<file path="src/hw/odpo_defs.svh">
// Offsets, field positions, reset values and timing for the
// first dependency product term of one sequenced output.
// Assumes: included by bare name from the package and the design modules.
`ifndef ODPO_DEFS_SVH
`define ODPO_DEFS_SVH

// ----------------------------------------------------------------
// Register offsets
// ----------------------------------------------------------------
`define ODPO_ADDR_PRI_WD 8'h1d
`define ODPO_ADDR_SEC_IN_LO 8'h1e
`define ODPO_ADDR_IN_HI_OUT 8'h1f
`define ODPO_ADDR_EIGHTH 8'h23
`define ODPO_ADDR_MANUAL 8'h40

// ----------------------------------------------------------------
// Field positions
// ----------------------------------------------------------------
`define ODPO_PRI_LSB 0
`define ODPO_PRI_MSB 5
`define ODPO_WD1_BIT 6
`define ODPO_WD2_BIT 7
`define ODPO_SEC_LSB 0
`define ODPO_SEC_MSB 5
`define ODPO_LI1_BIT 6
`define ODPO_LI2_BIT 7
`define ODPO_LI3_BIT 0
`define ODPO_LI4_BIT 1
`define ODPO_OUTA_BIT 2
`define ODPO_OUTB_BIT 3
`define ODPO_OUTC_BIT 4
`define ODPO_OUTD_BIT 5
`define ODPO_OUTE_BIT 6
`define ODPO_OUTF_BIT 7
`define ODPO_EIGHTH_BIT 0
`define ODPO_MANUAL_BIT 3

// ----------------------------------------------------------------
// Reset values and widths
// ----------------------------------------------------------------
`define ODPO_CFG_RESET 8'h00
`define ODPO_UNMAPPED_DATA 8'h00
`define ODPO_SYNC_WIDTH 18
// Manual reset idles high, every other pin idles low
`define ODPO_SYNC_RESET 18'h10000
`define ODPO_SYNC_STAGES 2

`endif

</file>
<file path="src/hw/odpo_pkg.sv">
// Types shared by the product-term design.
// Assumes: odpo_defs.svh is on the include path.
`include "odpo_defs.svh"

package odpo_pkg;

    // State register of the product-term module, apart from the reset and pin synchroniser flops
    typedef struct packed {
        logic [7:0] cfgPriWd;
        logic [7:0] cfgSecInLo;
        logic [7:0] cfgInHiOut;
        logic [7:0] cfgEighth;
        logic [7:0] cfgManual;
        logic [7:0] readData;
        logic readValid;
        logic productOne;
        logic outputAsserted;
    } odpo_state_type;

endpackage : odpo_pkg

</file>
<file path="src/hw/odpo_product_one.sv">
// First dependency product term of one sequenced output, its
// configuration bytes and the resulting output assertion level.
// Assumes: detector, logic-input and manual-reset pins are asynchronous;
// watchdog, other-output and second-term inputs come from core_clk logic.
//
// Behaviour
// - Byte 1d bits 0-5 select primary undervoltage
// - Byte 1d bits 6,7 select the watchdogs
// - Byte 1e bits 0-5 select secondary thresholds
// - Logic inputs one-four at 1e[7:6], 1f[1:0]
// - Large variant: 1f[3:2] select outputs one, two
// - 1f[7:4] select outputs by variant numbering
// - Large variant: 23 bit 0 selects output eight
// - 40 bit 3: assert while manual reset low
// - Clear selection bit removes that signal
// - Deassert when either product term is one
`timescale 1ns/1ns
`include "odpo_defs.svh"

module odpo_product_one (
    // Clock and reset
    input wire logic core_clk,
    input wire logic resetn,
    // Variant strap, 1 = eight outputs and six voltage inputs
    input wire logic largeVariant,
    // Detector results, 1 = fault, index 0 = voltage input one
    input wire logic [5:0] primaryUnderVoltage,
    input wire logic [5:0] secondaryFault,
    // Watchdog timeouts, 1 = expired
    input wire logic [1:0] watchdogFault,
    // Logic inputs, 1 = condition met
    input wire logic [3:0] logicInput,
    // Manual reset pin, active low
    input wire logic manual_reset_n,
    // Other sequenced outputs, 1 = asserted, index 0 = output one
    input wire logic [7:0] otherOutputAsserted,
    // Second product term from the neighbouring table
    input wire logic productTwo,
    // Configuration port
    input wire logic cfgWriteStrobe,
    input wire logic cfgReadStrobe,
    input wire logic [7:0] cfgAddress,
    input wire logic [7:0] cfgWriteData,
    output logic [7:0] cfgReadData,
    output logic cfgReadValid,
    // Results
    output logic productOneTerm,
    output logic outputAsserted
);

    // ----------------------------------------------------------------
    // Reset release and pin synchronisation
    // ----------------------------------------------------------------
    logic rstMeta_r;
    logic rstSyncN;
    logic assertArm_r;
    logic [`ODPO_SYNC_WIDTH-1:0] pinSync;
    logic [5:0] priSync;
    logic [5:0] secSync;
    logic [3:0] logicSync;
    logic mrSyncN;
    logic largeSync;

    // Reset asserts at once, releases after two edges
    // Checks arm one edge later, once state holds computed values
    always_ff @(posedge core_clk or negedge resetn) begin
        if (!resetn) begin
            rstMeta_r <= 1'b0;
            rstSyncN <= 1'b0;
            assertArm_r <= 1'b0;
        end else begin
            rstMeta_r <= 1'b1;
            rstSyncN <= rstMeta_r;
            assertArm_r <= rstSyncN;
        end
    end

    odpo_sync u_sync (
        .core_clk(core_clk),
        .rstSyncN(rstSyncN),
        .pinAsync({largeVariant, manual_reset_n, logicInput, secondaryFault,
            primaryUnderVoltage}),
        .pinSync(pinSync)
    );

    // Split synchronised pins
    assign priSync = pinSync[5:0];
    assign secSync = pinSync[11:6];
    assign logicSync = pinSync[15:12];
    assign mrSyncN = pinSync[16];
    assign largeSync = pinSync[17];

    // ----------------------------------------------------------------
    // State
    // ----------------------------------------------------------------
    odpo_pkg::odpo_state_type state_r;
    odpo_pkg::odpo_state_type state_nxt;
    logic [5:0] priSel;
    logic [5:0] secSel;
    logic [1:0] wdSel;
    logic [3:0] logicSel;
    logic [7:0] outSel;
    logic mrSel;
    logic [26:0] condSel;
    logic [26:0] condOk;
    logic termNow;

    // Selection masks; small variant ignores absent inputs and outputs
    always_comb begin
        priSel = state_r.cfgPriWd[`ODPO_PRI_MSB:`ODPO_PRI_LSB]
            & {largeSync, largeSync, 4'hf};
        wdSel = {state_r.cfgPriWd[`ODPO_WD2_BIT],
            state_r.cfgPriWd[`ODPO_WD1_BIT]};
        secSel = state_r.cfgSecInLo[`ODPO_SEC_MSB:`ODPO_SEC_LSB]
            & {largeSync, largeSync, 4'hf};
        logicSel = {state_r.cfgInHiOut[`ODPO_LI4_BIT], state_r.cfgInHiOut[`ODPO_LI3_BIT],
            state_r.cfgSecInLo[`ODPO_LI2_BIT], state_r.cfgSecInLo[`ODPO_LI1_BIT]};
        mrSel = state_r.cfgManual[`ODPO_MANUAL_BIT];
        if (largeSync) begin
            // Outputs 8,7,6,5,self,3,2,1
            outSel = {state_r.cfgEighth[`ODPO_EIGHTH_BIT],
                state_r.cfgInHiOut[`ODPO_OUTF_BIT], state_r.cfgInHiOut[`ODPO_OUTE_BIT],
                state_r.cfgInHiOut[`ODPO_OUTD_BIT], 1'b0,
                state_r.cfgInHiOut[`ODPO_OUTC_BIT],
                state_r.cfgInHiOut[`ODPO_OUTB_BIT], state_r.cfgInHiOut[`ODPO_OUTA_BIT]};
        end else begin
            // Outputs 5,4,3,self,1; six to eight absent
            outSel = {3'h0, state_r.cfgInHiOut[`ODPO_OUTF_BIT],
                state_r.cfgInHiOut[`ODPO_OUTE_BIT], state_r.cfgInHiOut[`ODPO_OUTD_BIT],
                1'b0, state_r.cfgInHiOut[`ODPO_OUTC_BIT]};
        end
    end

    // Not-faulted sense of each condition, ANDed only where selected
    assign condSel = {mrSel, outSel, logicSel, wdSel, secSel, priSel};
    assign condOk = {mrSyncN, ~otherOutputAsserted, logicSync, ~watchdogFault,
        ~secSync, ~priSync};
    assign termNow = &(condOk | ~condSel);

    // Next state: register access and output evaluation
    always_comb begin
        state_nxt = state_r;
        state_nxt.readValid = cfgReadStrobe;
        if (cfgWriteStrobe) begin
            case (cfgAddress)
                `ODPO_ADDR_PRI_WD: state_nxt.cfgPriWd = cfgWriteData;
                `ODPO_ADDR_SEC_IN_LO: state_nxt.cfgSecInLo = cfgWriteData;
                `ODPO_ADDR_IN_HI_OUT: state_nxt.cfgInHiOut = cfgWriteData;
                `ODPO_ADDR_EIGHTH: state_nxt.cfgEighth = cfgWriteData;
                `ODPO_ADDR_MANUAL: state_nxt.cfgManual = cfgWriteData;
                default: state_nxt.cfgPriWd = state_r.cfgPriWd;
            endcase
        end
        if (cfgReadStrobe) begin
            case (cfgAddress)
                `ODPO_ADDR_PRI_WD: state_nxt.readData = state_r.cfgPriWd;
                `ODPO_ADDR_SEC_IN_LO: state_nxt.readData = state_r.cfgSecInLo;
                `ODPO_ADDR_IN_HI_OUT: state_nxt.readData = state_r.cfgInHiOut;
                `ODPO_ADDR_EIGHTH: state_nxt.readData = state_r.cfgEighth;
                `ODPO_ADDR_MANUAL: state_nxt.readData = state_r.cfgManual;
                default: state_nxt.readData = `ODPO_UNMAPPED_DATA;
            endcase
        end
        state_nxt.productOne = termNow;
        if (mrSel && !mrSyncN) begin
            state_nxt.outputAsserted = 1'b1;
        end else begin
            state_nxt.outputAsserted = !(termNow || productTwo);
        end
    end

    // State register
    always_ff @(posedge core_clk or negedge rstSyncN) begin
        if (!rstSyncN) begin
            state_r <= '{cfgPriWd: `ODPO_CFG_RESET, cfgSecInLo: `ODPO_CFG_RESET,
                cfgInHiOut: `ODPO_CFG_RESET, cfgEighth: `ODPO_CFG_RESET,
                cfgManual: `ODPO_CFG_RESET, readData: 8'h00, readValid: 1'b0,
                productOne: 1'b0, outputAsserted: 1'b1};
        end else begin
            state_r <= state_nxt;
        end
    end

    // Outputs straight from flops
    assign cfgReadData = state_r.readData;
    assign cfgReadValid = state_r.readValid;
    assign productOneTerm = state_r.productOne;
    assign outputAsserted = state_r.outputAsserted;
endmodule : odpo_product_one

</file>
<file path="src/hw/odpo_sync.sv">
// Two-stage synchroniser for a vector of asynchronous pins.
// Assumes: one clock, reset already released synchronously by the caller.
`timescale 1ns/1ns
`include "odpo_defs.svh"

module odpo_sync (
    // Clock and reset
    input wire logic core_clk,
    input wire logic rstSyncN,
    // Pins and their synchronised copies
    input wire logic [`ODPO_SYNC_WIDTH-1:0] pinAsync,
    output logic [`ODPO_SYNC_WIDTH-1:0] pinSync
);

    logic [`ODPO_SYNC_WIDTH-1:0] stageOne_r;
    localparam logic [`ODPO_SYNC_WIDTH-1:0] SYNC_RESET = `ODPO_SYNC_RESET;

    // One pair of flops per pin; first stage feeds only the second
    genvar gi;
    generate
        for (gi = 0; gi < `ODPO_SYNC_WIDTH; gi = gi + 1) begin : g_bit
            always_ff @(posedge core_clk or negedge rstSyncN) begin
                if (!rstSyncN) begin
                    stageOne_r[gi] <= SYNC_RESET[gi];
                    pinSync[gi] <= SYNC_RESET[gi];
                end else begin
                    stageOne_r[gi] <= pinAsync[gi];
                    pinSync[gi] <= stageOne_r[gi];
                end
            end
        end
    endgenerate

endmodule : odpo_sync

</file>
<file path="config.mk">
export PLATFORM = sky130hd
export DESIGN_NAME = odpo_product_one
export DESIGN_NICKNAME = d
export VERILOG_FILES = /design/src/hw/odpo_pkg.sv /design/src/hw/odpo_product_one.sv /design/src/hw/odpo_sync.sv
export VERILOG_INCLUDE_DIRS = /design/src /design/src/hw
export SDC_FILE = /design/constraint.sdc
export NUM_CORES = 1
export LEC_CHECK = 0
export ABC_AREA = 1
export BUFFER_PORTS_ARGS = -buffer_cell sky130_fd_sc_hd__buf_4
export CAP_MARGIN = 20
export CORE_MARGIN = 2
export CORE_UTILIZATION = 40
export CTS_BUF_LIST = sky130_fd_sc_hd__clkbuf_8
export DETAILED_ROUTE_END_ITERATION = 12
export PLACE_DENSITY = 0.68
export SKIP_LAST_GASP = 1
export SLEW_MARGIN = 20
export SYNTH_ARGS = -nofsm -noshare
export SYNTH_HDL_FRONTEND = slang
export SYNTH_SLANG_ARGS = --single-unit
</file>
<file path="constraint.sdc">
create_clock -name core_clk -period 2.62 [get_ports core_clk]
set_clock_uncertainty 0.1 [all_clocks]
set_input_delay 0.262 -clock core_clk [delete_from_list [all_inputs] [get_ports core_clk]]
set_output_delay 0.262 -clock core_clk [all_outputs]
set_load 0.1 [all_outputs]
</file>
### Word level (Yosys, flattened, before mapping)

Cells that the tools add are included.

| word-level totals | value |
|---|---|
| flip-flop bits (word level) | 89 |
| word-level logic and storage cells | 73 |

| operators by class | value |
|---|---|
| equality and inequality tests | 5 |
| mux-type cells | 3 |
| bitwise gates (word level) | 8 |
| reduce and logical (&&, ||, !) cells | 10 |

Operators with widths:

| cell | number |
|---|---|
| 8-bit one-hot mux with 5 select lines | 1 |
| 27-bit inverter | 1 |
| 27-bit OR | 1 |
| 27-bit AND reduction | 1 |
| 8-bit by 5-bit == test with 1-bit output (second input constant) | 3 |
| 6-bit AND | 2 |
| 6-bit inverter | 2 |
| 2-bit AND reduction | 5 |
| 8-bit by 6-bit == test with 1-bit output (second input constant) | 1 |
| 8-bit by 7-bit == test with 1-bit output (second input constant) | 1 |
| 8-bit 2-to-1 mux | 1 |
| 8-bit inverter | 1 |
| 1-bit logical NOT | 2 |
| 2-bit inverter | 1 |
| 1-bit logical AND | 1 |
| 1-bit logical OR | 1 |
| 1-bit 2-to-1 mux | 1 |

### Logic depth before layout (Yosys ltp)

Gate-level depths: netlist of run 1.

| depth | value |
|---|---|
| depth after elaboration | 7 |
| depth in mapped cells | 9 |

### By module

Synthesis of run 1 repeated with hierarchy kept, for this count alone.

| unflattened totals | value |
|---|---|
| cell total of the unflattened synthesis | 430 |
| area, all modules | 3865.0 sq um |

Modules (own cells, without submodules):

| module | instances | cells each | area each (sq um) |
|---|---|---|---|
| odpo_product_one | 1 | 394 | 2961.6 |
| odpo_sync | 1 | 36 | 903.4 |

### Worst setup path before layout of run 1

OpenSTA, ideal clock, no wires.

| timing | value |
|---|---|
| path kind | input-to-reg |
| start point | input cfgAddress[3] |
| end point | register state_r[25] (netlist name) |
| setup time | 119 ps |
| arrival time | 1049 ps |
| required time | 2401 ps |
| setup slack | 1352 ps |
| cell stages on the path | 8 |
| buffers on the path | 1 |
| cells stage by stage | inv_1 > nand2_2 > nor2_4 > nand2_4 > nor2_8 > buf_6 > nand2_2 > o21a_1 |

| on the way | value |
|---|---|
| cells in the longest elaborated chain, start to end | 2 |

Ends and longest elaborated chain:

| item | RTL line | RTL |
|---|---|---|
| start: declaration | odpo_product_one.sv:42 | `input wire logic [7:0] cfgAddress,` |
| 8-bit by 6-bit == test with 1-bit output | odpo_product_one.sv:145 | `case (cfgAddress)` |
| 2-bit AND reduction (no line) | -- |  |
| end signal: assignment | odpo_product_one.sv:175 | `` state_r <= '{cfgPriWd: `ODPO_CFG_RESET, cfgSecInLo: `ODPO_CFG_RESET, `` |
| end signal: assignment | odpo_product_one.sv:180 | `state_r <= state_nxt;` |
| end: declaration | odpo_product_one.sv:96 | `odpo_pkg::odpo_state_type state_r;` |

No other way between the ends.
A chain may end at the register's enable or synchronous reset.

### Worst setup path in the final report of run 1

| timing | value |
|---|---|
| start point | register state_r (netlist bit outputAsserted) |
| end point | output outputAsserted |

RTL lines:

| item | RTL line | RTL |
|---|---|---|
| end: declaration | odpo_product_one.sv:48 | `output logic outputAsserted` |

No word-level cell between the ends.

==> results of run 1 <==
==> metal layers <==
layer | vias to the layer above | wire (µm)
met5 | - | 0
met4 | 0 | 225
met3 | 17 | 438
met2 | 78 | 4110
met1 | 1331 | 3710
li1 | 1396 | -
==> synth_stat cells <==
library cell / instances
buf_2: 1
buf_8: 2
nand2_4: 5
dfstp_2: 3
o21a_1: 22
nor2_1: 24
a21oi_1: 8
nand3_1: 37
nor2_8: 4
nand2_2: 5
dfrtp_1: 86
buf_6: 4
nor2_4: 8
o21ai_0: 1
conb_1: 1
o21ai_2: 3
inv_1: 44
nand2_1: 109
nand3_2: 1
buf_4: 8
o21ai_1: 22
inv_2: 4
clkbuf_1: 1
==> cells by family after synthesis <==
logic type	Yosys count
and+or+nand+nor	193
AOI/OAI and AO/OA	56
buffers and inverters	64
DFF	89
other	1
==> where the power goes <==
part,total [W],switching [W],internal (W)
Sequential,0.00152,0.0000623,0.00146
Clock,0.000891,0.000491,0.000399
Combinational,0.000360,0.000220,0.000140
Total,0.00277,0.000773,0.00200
==> final cells by class <==
cell class / count / share of cell area, %
inverter: 48 / 3.81
clock inverter: 5 / 0.848
multi-input combinational: 250 / 27.6
clock buffer: 11 / 3.21
tap: 129 / 3.42
timing repair buffer: 79 / 13.8
sequential: 89 / 47.3
==> stage by stage <==
stage	std cells	utilization (%)	setup WS (ps)
final	611	50.9	1090
after global routing	611	50.9	1050
after CTS	611	50.9	1060
after detailed placement	576	46.8	889
after global placement	576	46.8	974
after floorplan	403	-	1020
==> path summary, 6_finish.rpt <==
kind / end / slack (ps) / cells past startpoint / startpoint
hold / removal: outputAsserted$_DFF_PN1_ / 20 / 4 / productTwo
min in group asynchronous: rstSyncN$_DFF_PN0_ / 110 / 2 / resetn
hold reg to reg: u_sync.stageOne_r[1]$_DFF_PN0_ / 160 / 0 / rstSyncN$_DFF_PN0_
max in group asynchronous: state_r[23]$_DFFE_PN0P_ / 1640 / 1 / rstSyncN$_DFF_PN0_
setup reg to reg: outputAsserted$_DFF_PN1_ / 1280 / 9 / u_sync.pinSync[16]$_DFF_PN1_
setup / recovery: outputAsserted / 1090 / 1 / outputAsserted$_DFF_PN1_
==> state kept, by name (all words and copies together), names as in the netlist <==
register           flops
cfgReadValid           1
rstSyncN               1
cfgReadData            8
u_sync.stageOne_r     18
outputAsserted         1
condSel                7
state_r               33
productOneTerm         1
rstMeta_r              1
u_sync.pinSync        18
==> out/metrics.csv, run 1 <==
metric,value,unit
finalCriticalPeriod,1530,ps
grt_overflow,0,
multi_input_area,1300,µm²
start_kind,register,
synth_area,3860,µm²
peakVddDrop,0.000311,V
adder_and_majority_cell_fraction_of_the_synthesized_area,0,%
yosys.cell_types.count,23,
netlist_top_cells_area,"dfrtp_1 56%, nand2_1 11%, nand3_1 4.8%",
antenna_found_initial,0,
num-nets-final,526,
first_iter_violations,194,
drt.antenna.violating_nets,0,
grt_pass1_wl,13.6,mm
yosysWarningCount,0,
die_footprint,10400,µm²
synth_fp_nets,452,
clk_transition_reported_paths,90,ps
dieHeight,102,µm
path_delay_family,flip-flops,
synth.ff_latch_count,89,
core_area,9280,µm²
rsz0062_at_grt,false,
clock_tree.htree_level_count,3,
detail_route.wirelength,8.49,mm
powerDensity,587,nW/µm²
postCtsSetupRepairBufs,0,
placed_cell_area,4340,µm²
nature_of_the_critical_path_endpoint,primary output,
critical_path_required,2260,ps
xor_and_xnor_fraction_of_the_mapped_netlist_area,0,%
synth-compound-area-share,8.98,%
drive_above_1_share,22.8,%
clockRootBuffer,clkbuf_8,
tightest_slew,513,ps
layout.cells.most_common,nand2_1,
worst-endpoint-arrival,1170,ps
place_congestion,0.937,
finalInstanceArea,4720,µm²
drc_violations,0,
synth_cells,403,
cp_slowest_stage_delay,530,ps
slew_headroom,65.7,%
gr-max-usage-layer,met2,
crit_type,reg2out,
report.final.setup_viol,0,
fraction_of_synthesized_area_in_multiplexers,0,%
mostFrequentLayoutCells,"109 x nand2_1, 85 x dfrtp_1, 59 x buf_4, 44 x inv_1, 37 x nand3_1",
layout-area-overhead-vs-synth,22.4,%
maximum_fanout_encountered_on_the_critical_timing_path,1,
portion_of_the_post_synthesis_area_used_by_sequential_elements,57.8,%
post-dp-hpwl,6.37,mm
cts.sink_count,89,
use_met2,28.1,%
hold_path.class,in2reg,
clock_latency_at_the_later_pin_of_the_worst_skew_pair,360,ps
yosys.area.top_type_share,55.8,%
via_count_of_the_first_global_routing_pass,2745,
placementRows,35,
highest_achievable_clock_rate,652,MHz
post_cts_resized,0,
maxCapViolCount,0,
synth_area_leader_cell,dfrtp_1,
routedWlPerCell,13.9,µm
register_area,2230,µm²
tritoncts_clock_tree,yes,
antennaDiodeCount,0,
path_cells,buf_4,
global_route.usage.met3,4.31,%
min_period_over_period,58.5,%
initial_core_util,41.5,%
avgSynthCellArea,9.57,µm²
cts-root-to-sink-buffers,2,
drt_pass1_iterations,6,
grt_start_max_net_pins,59,
timing.final.max_slew_violations,0,
hold_violations,0,
grt.total_usage,17.7,%
cts.hold.buffers_added,19,
critical_path_buf_inv_count,1,
fillers,879,
vias,2822,
simple_gate_share_of_the_synthesized_area,24.7,%
leakage,2.43,nW
run_status,completed,
cts-buffers-inserted,9,
crit_path_top_delay_cell,dfstp_2,
hold_ws,20.4,ps
combinational_family_with_the_most_area_after_synthesis,simple AND/OR/NAND/NOR gates,
finalPower,0.00277,W
totalNegativeSetupSlack,0,ps
ios,60,
vias_per_cell,4.62,
grtUsageMet1,23.3,%
die_width,102,µm
numPortBuffers,59,
(Power assumes the default switching activity.)
==> inputs of run 2 (changes only) <==
==> constraint.sdc (replaced) <==
create_clock -name core_clk -period 1.4 [get_ports core_clk]
set_clock_uncertainty 0.1 [all_clocks]
set_input_delay 0.14 -clock core_clk [delete_from_list [all_inputs] [get_ports core_clk]]
set_output_delay 0.14 -clock core_clk [all_outputs]
set_load 0.1 [all_outputs]
==> out/metrics.csv, run 2 (synthesis gave the netlist of run 1 again) <==
metric,value,unit
hold_violations,0,
fillers,851,
multi_input_area,1310,µm²
antennaDiodeCount,0,
biggestRegsByFlops,"state_r x33, u_sync.pinSync x18, u_sync.stageOne_r x18",
postCtsSetupRepairBufs,0,
cts-buffers-inserted,9,
detail_route.wirelength,8.89,mm
crit_type,reg2reg,
start_kind,register,
setup_ws,23.3,ps
num-nets-final,546,
path_cells,nand2_1 -> nand2_1 -> nor2_1 -> nand2_1 -> nor2_1 -> nand3_1 -> nand2_1 -> nand2_1,
critical_path_buf_inv_count,0,
via_count_of_the_first_global_routing_pass,2799,
critical_path_required,1590,ps
maxCapViolCount,0,
clock_latency_at_the_later_pin_of_the_worst_skew_pair,350,ps
numPortBuffers,59,
crit_path_top_delay_cell,dfrtp_1,
drc_violations,0,
layout-area-overhead-vs-synth,28.1,%
register_area,2230,µm²
routedWlPerCell,14.1,µm
min_period_over_period,98.3,%
worst-r2r-setup-slack,20,ps
grt_pass1_wl,14.2,mm
layout.cells.most_common,nand2_1,
place_worst_setup_slack,6.61,ps
power.switching,0.00145,W
core_area,9280,µm²
cpMostUsedCell,nand2_1,
die_footprint,10400,µm²
grt_overflow,0,
place_congestion,0.880,
totalNegativeSetupSlack,0,ps
first_iter_violations,264,
grt_start_max_net_pins,36,
leakage,2.55,nW
placementRows,35,
drive_above_1_share,23.9,%
finalCriticalPeriod,1380,ps
vias,2890,
power.sequential.fraction,52.7,%
run_status,completed,
die_width,102,µm
report.final.setup_viol,0,
antenna_found_initial,0,
crit-reg2reg-launch,state_r[35]$_DFFE_PN0P_,
initial_core_util,41.5,%
rsz0062_at_grt,true,
maximum_fanout_encountered_on_the_critical_timing_path,3,
finalPower,0.00541,W
mostFrequentLayoutCells,"108 x nand2_1, 85 x dfrtp_1, 66 x buf_4, 44 x inv_1, 37 x nand3_1",
tritoncts_clock_tree,yes,
cts.sink_count,89,
cp_slowest_stage_delay,430,ps
ios,60,
drt.antenna.violating_nets,0,
path_delay_family,simple AND/OR/NAND/NOR gates,
timing.final.max_slew_violations,0,
clk_transition_reported_paths,90,ps
top_register,state_r,
largest_register_ff_count,33,
swShare,26.8,%
cellInternalPower,0.00396,W
highest_achievable_clock_rate,726,MHz
post-dp-hpwl,6.65,mm
hold_path.class,reg2async,
ff2ff_path_depth,8,
vias_per_cell,4.58,
p_clk_share,34.0,%
nature_of_the_critical_path_endpoint,register,
dieHeight,102,µm
grt.total_usage,18.5,%
comb_power_share,13.3,%
worst-endpoint-arrival,1560,ps
clockRootBuffer,clkbuf_8,
cts-root-to-sink-buffers,2,
drt_pass1_iterations,4,
r2r-end,outputAsserted$_DFF_PN1_,
powerDensity,1100,nW/µm²
peakVddDrop,0.000587,V
clock_tree.htree_level_count,3,
-- run 2: cell types whose count changed in the layout (fill, tap and decap cells not counted), sizes merged --
cell	before	now
buf	60	69
clkinvlp	3	2
clkinv	2	1
bufinv	0	1
dlygate4sd3	19	30
inv	48	49
-- run 2: area by class of cell --
cell class,instances,area share (%)
Clock inverter,5,1.27
Timing Repair Buffer,99,17.1
Tap cell,129,3.27
Inverter,48,3.65
Sequential cell,89,45.2
Multi-Input combinational cell,250,26.4
Clock buffer,11,3.06
-- run 2: worst max-delay path by stage --
stage	slack (ps)	start	to	cells after the start
2_1_floorplan	220	u_sync.pinSync[16]$_DFF_PN1_	outputAsserted$_DFF_PN1_	9
6_report	20	state_r[35]$_DFFE_PN0P_	outputAsserted$_DFF_PN1_	8
3_3_place_gp	40	cfgAddress[5]	condSel[14]$_DFFE_PN0P_	8
5_1_grt	-80	u_sync.pinSync[16]$_DFF_PN1_	outputAsserted$_DFF_PN1_	9
4_1_cts	40	outputAsserted$_DFF_PN1_	outputAsserted	1
3_5_place_dp	7	cfgAddress[5]	state_r[35]$_DFFE_PN0P_	8
-- run 2: what timing repair did --
action	CTS	global route
gates resized for setup	1	1
endpoints found under the hold margin	32	0
endpoints found under the setup margin	1	1
hold buffers	30	0
pin swaps	0	2
-- run 2: through the flow --
stage / cell area [µm²] / hold WS (ps) / cells / utilization [%]
after floorplan: 3860 / -256 / 403 / -
after global placement: 4420 / -176 / 585 / 47.6
after detailed placement: 4420 / -176 / 585 / 47.6
after CTS: 4940 / 107 / 631 / 53.2
after global routing: 4940 / 153 / 631 / 53.2
final: 4940 / 126 / 631 / 53.2
-- run 2: power groups by stage --
stage | clock network (W) | logic (W) | registers, W
floorplan | 0 | 0.000389 | 0.00291
global placement | 0 | 0.000643 | 0.00290
detailed placement | 0 | 0.000656 | 0.00290
CTS | 0.00189 | 0.000725 | 0.00285
global route | 0.00202 | 0.000784 | 0.00287
finish | 0.00184 | 0.000720 | 0.00285
-- run 2: metal layers --
layer / vias up / GRT usage, % / share of wire (%)
li1: 1445 / - / -
met1: 1370 / 24.6 / 44
met2: 66 / 30.6 / 51
met3: 9 / 4.58 / 3.9
met4: 0 / 4.62 / 0.92
met5: - / 0 / 0
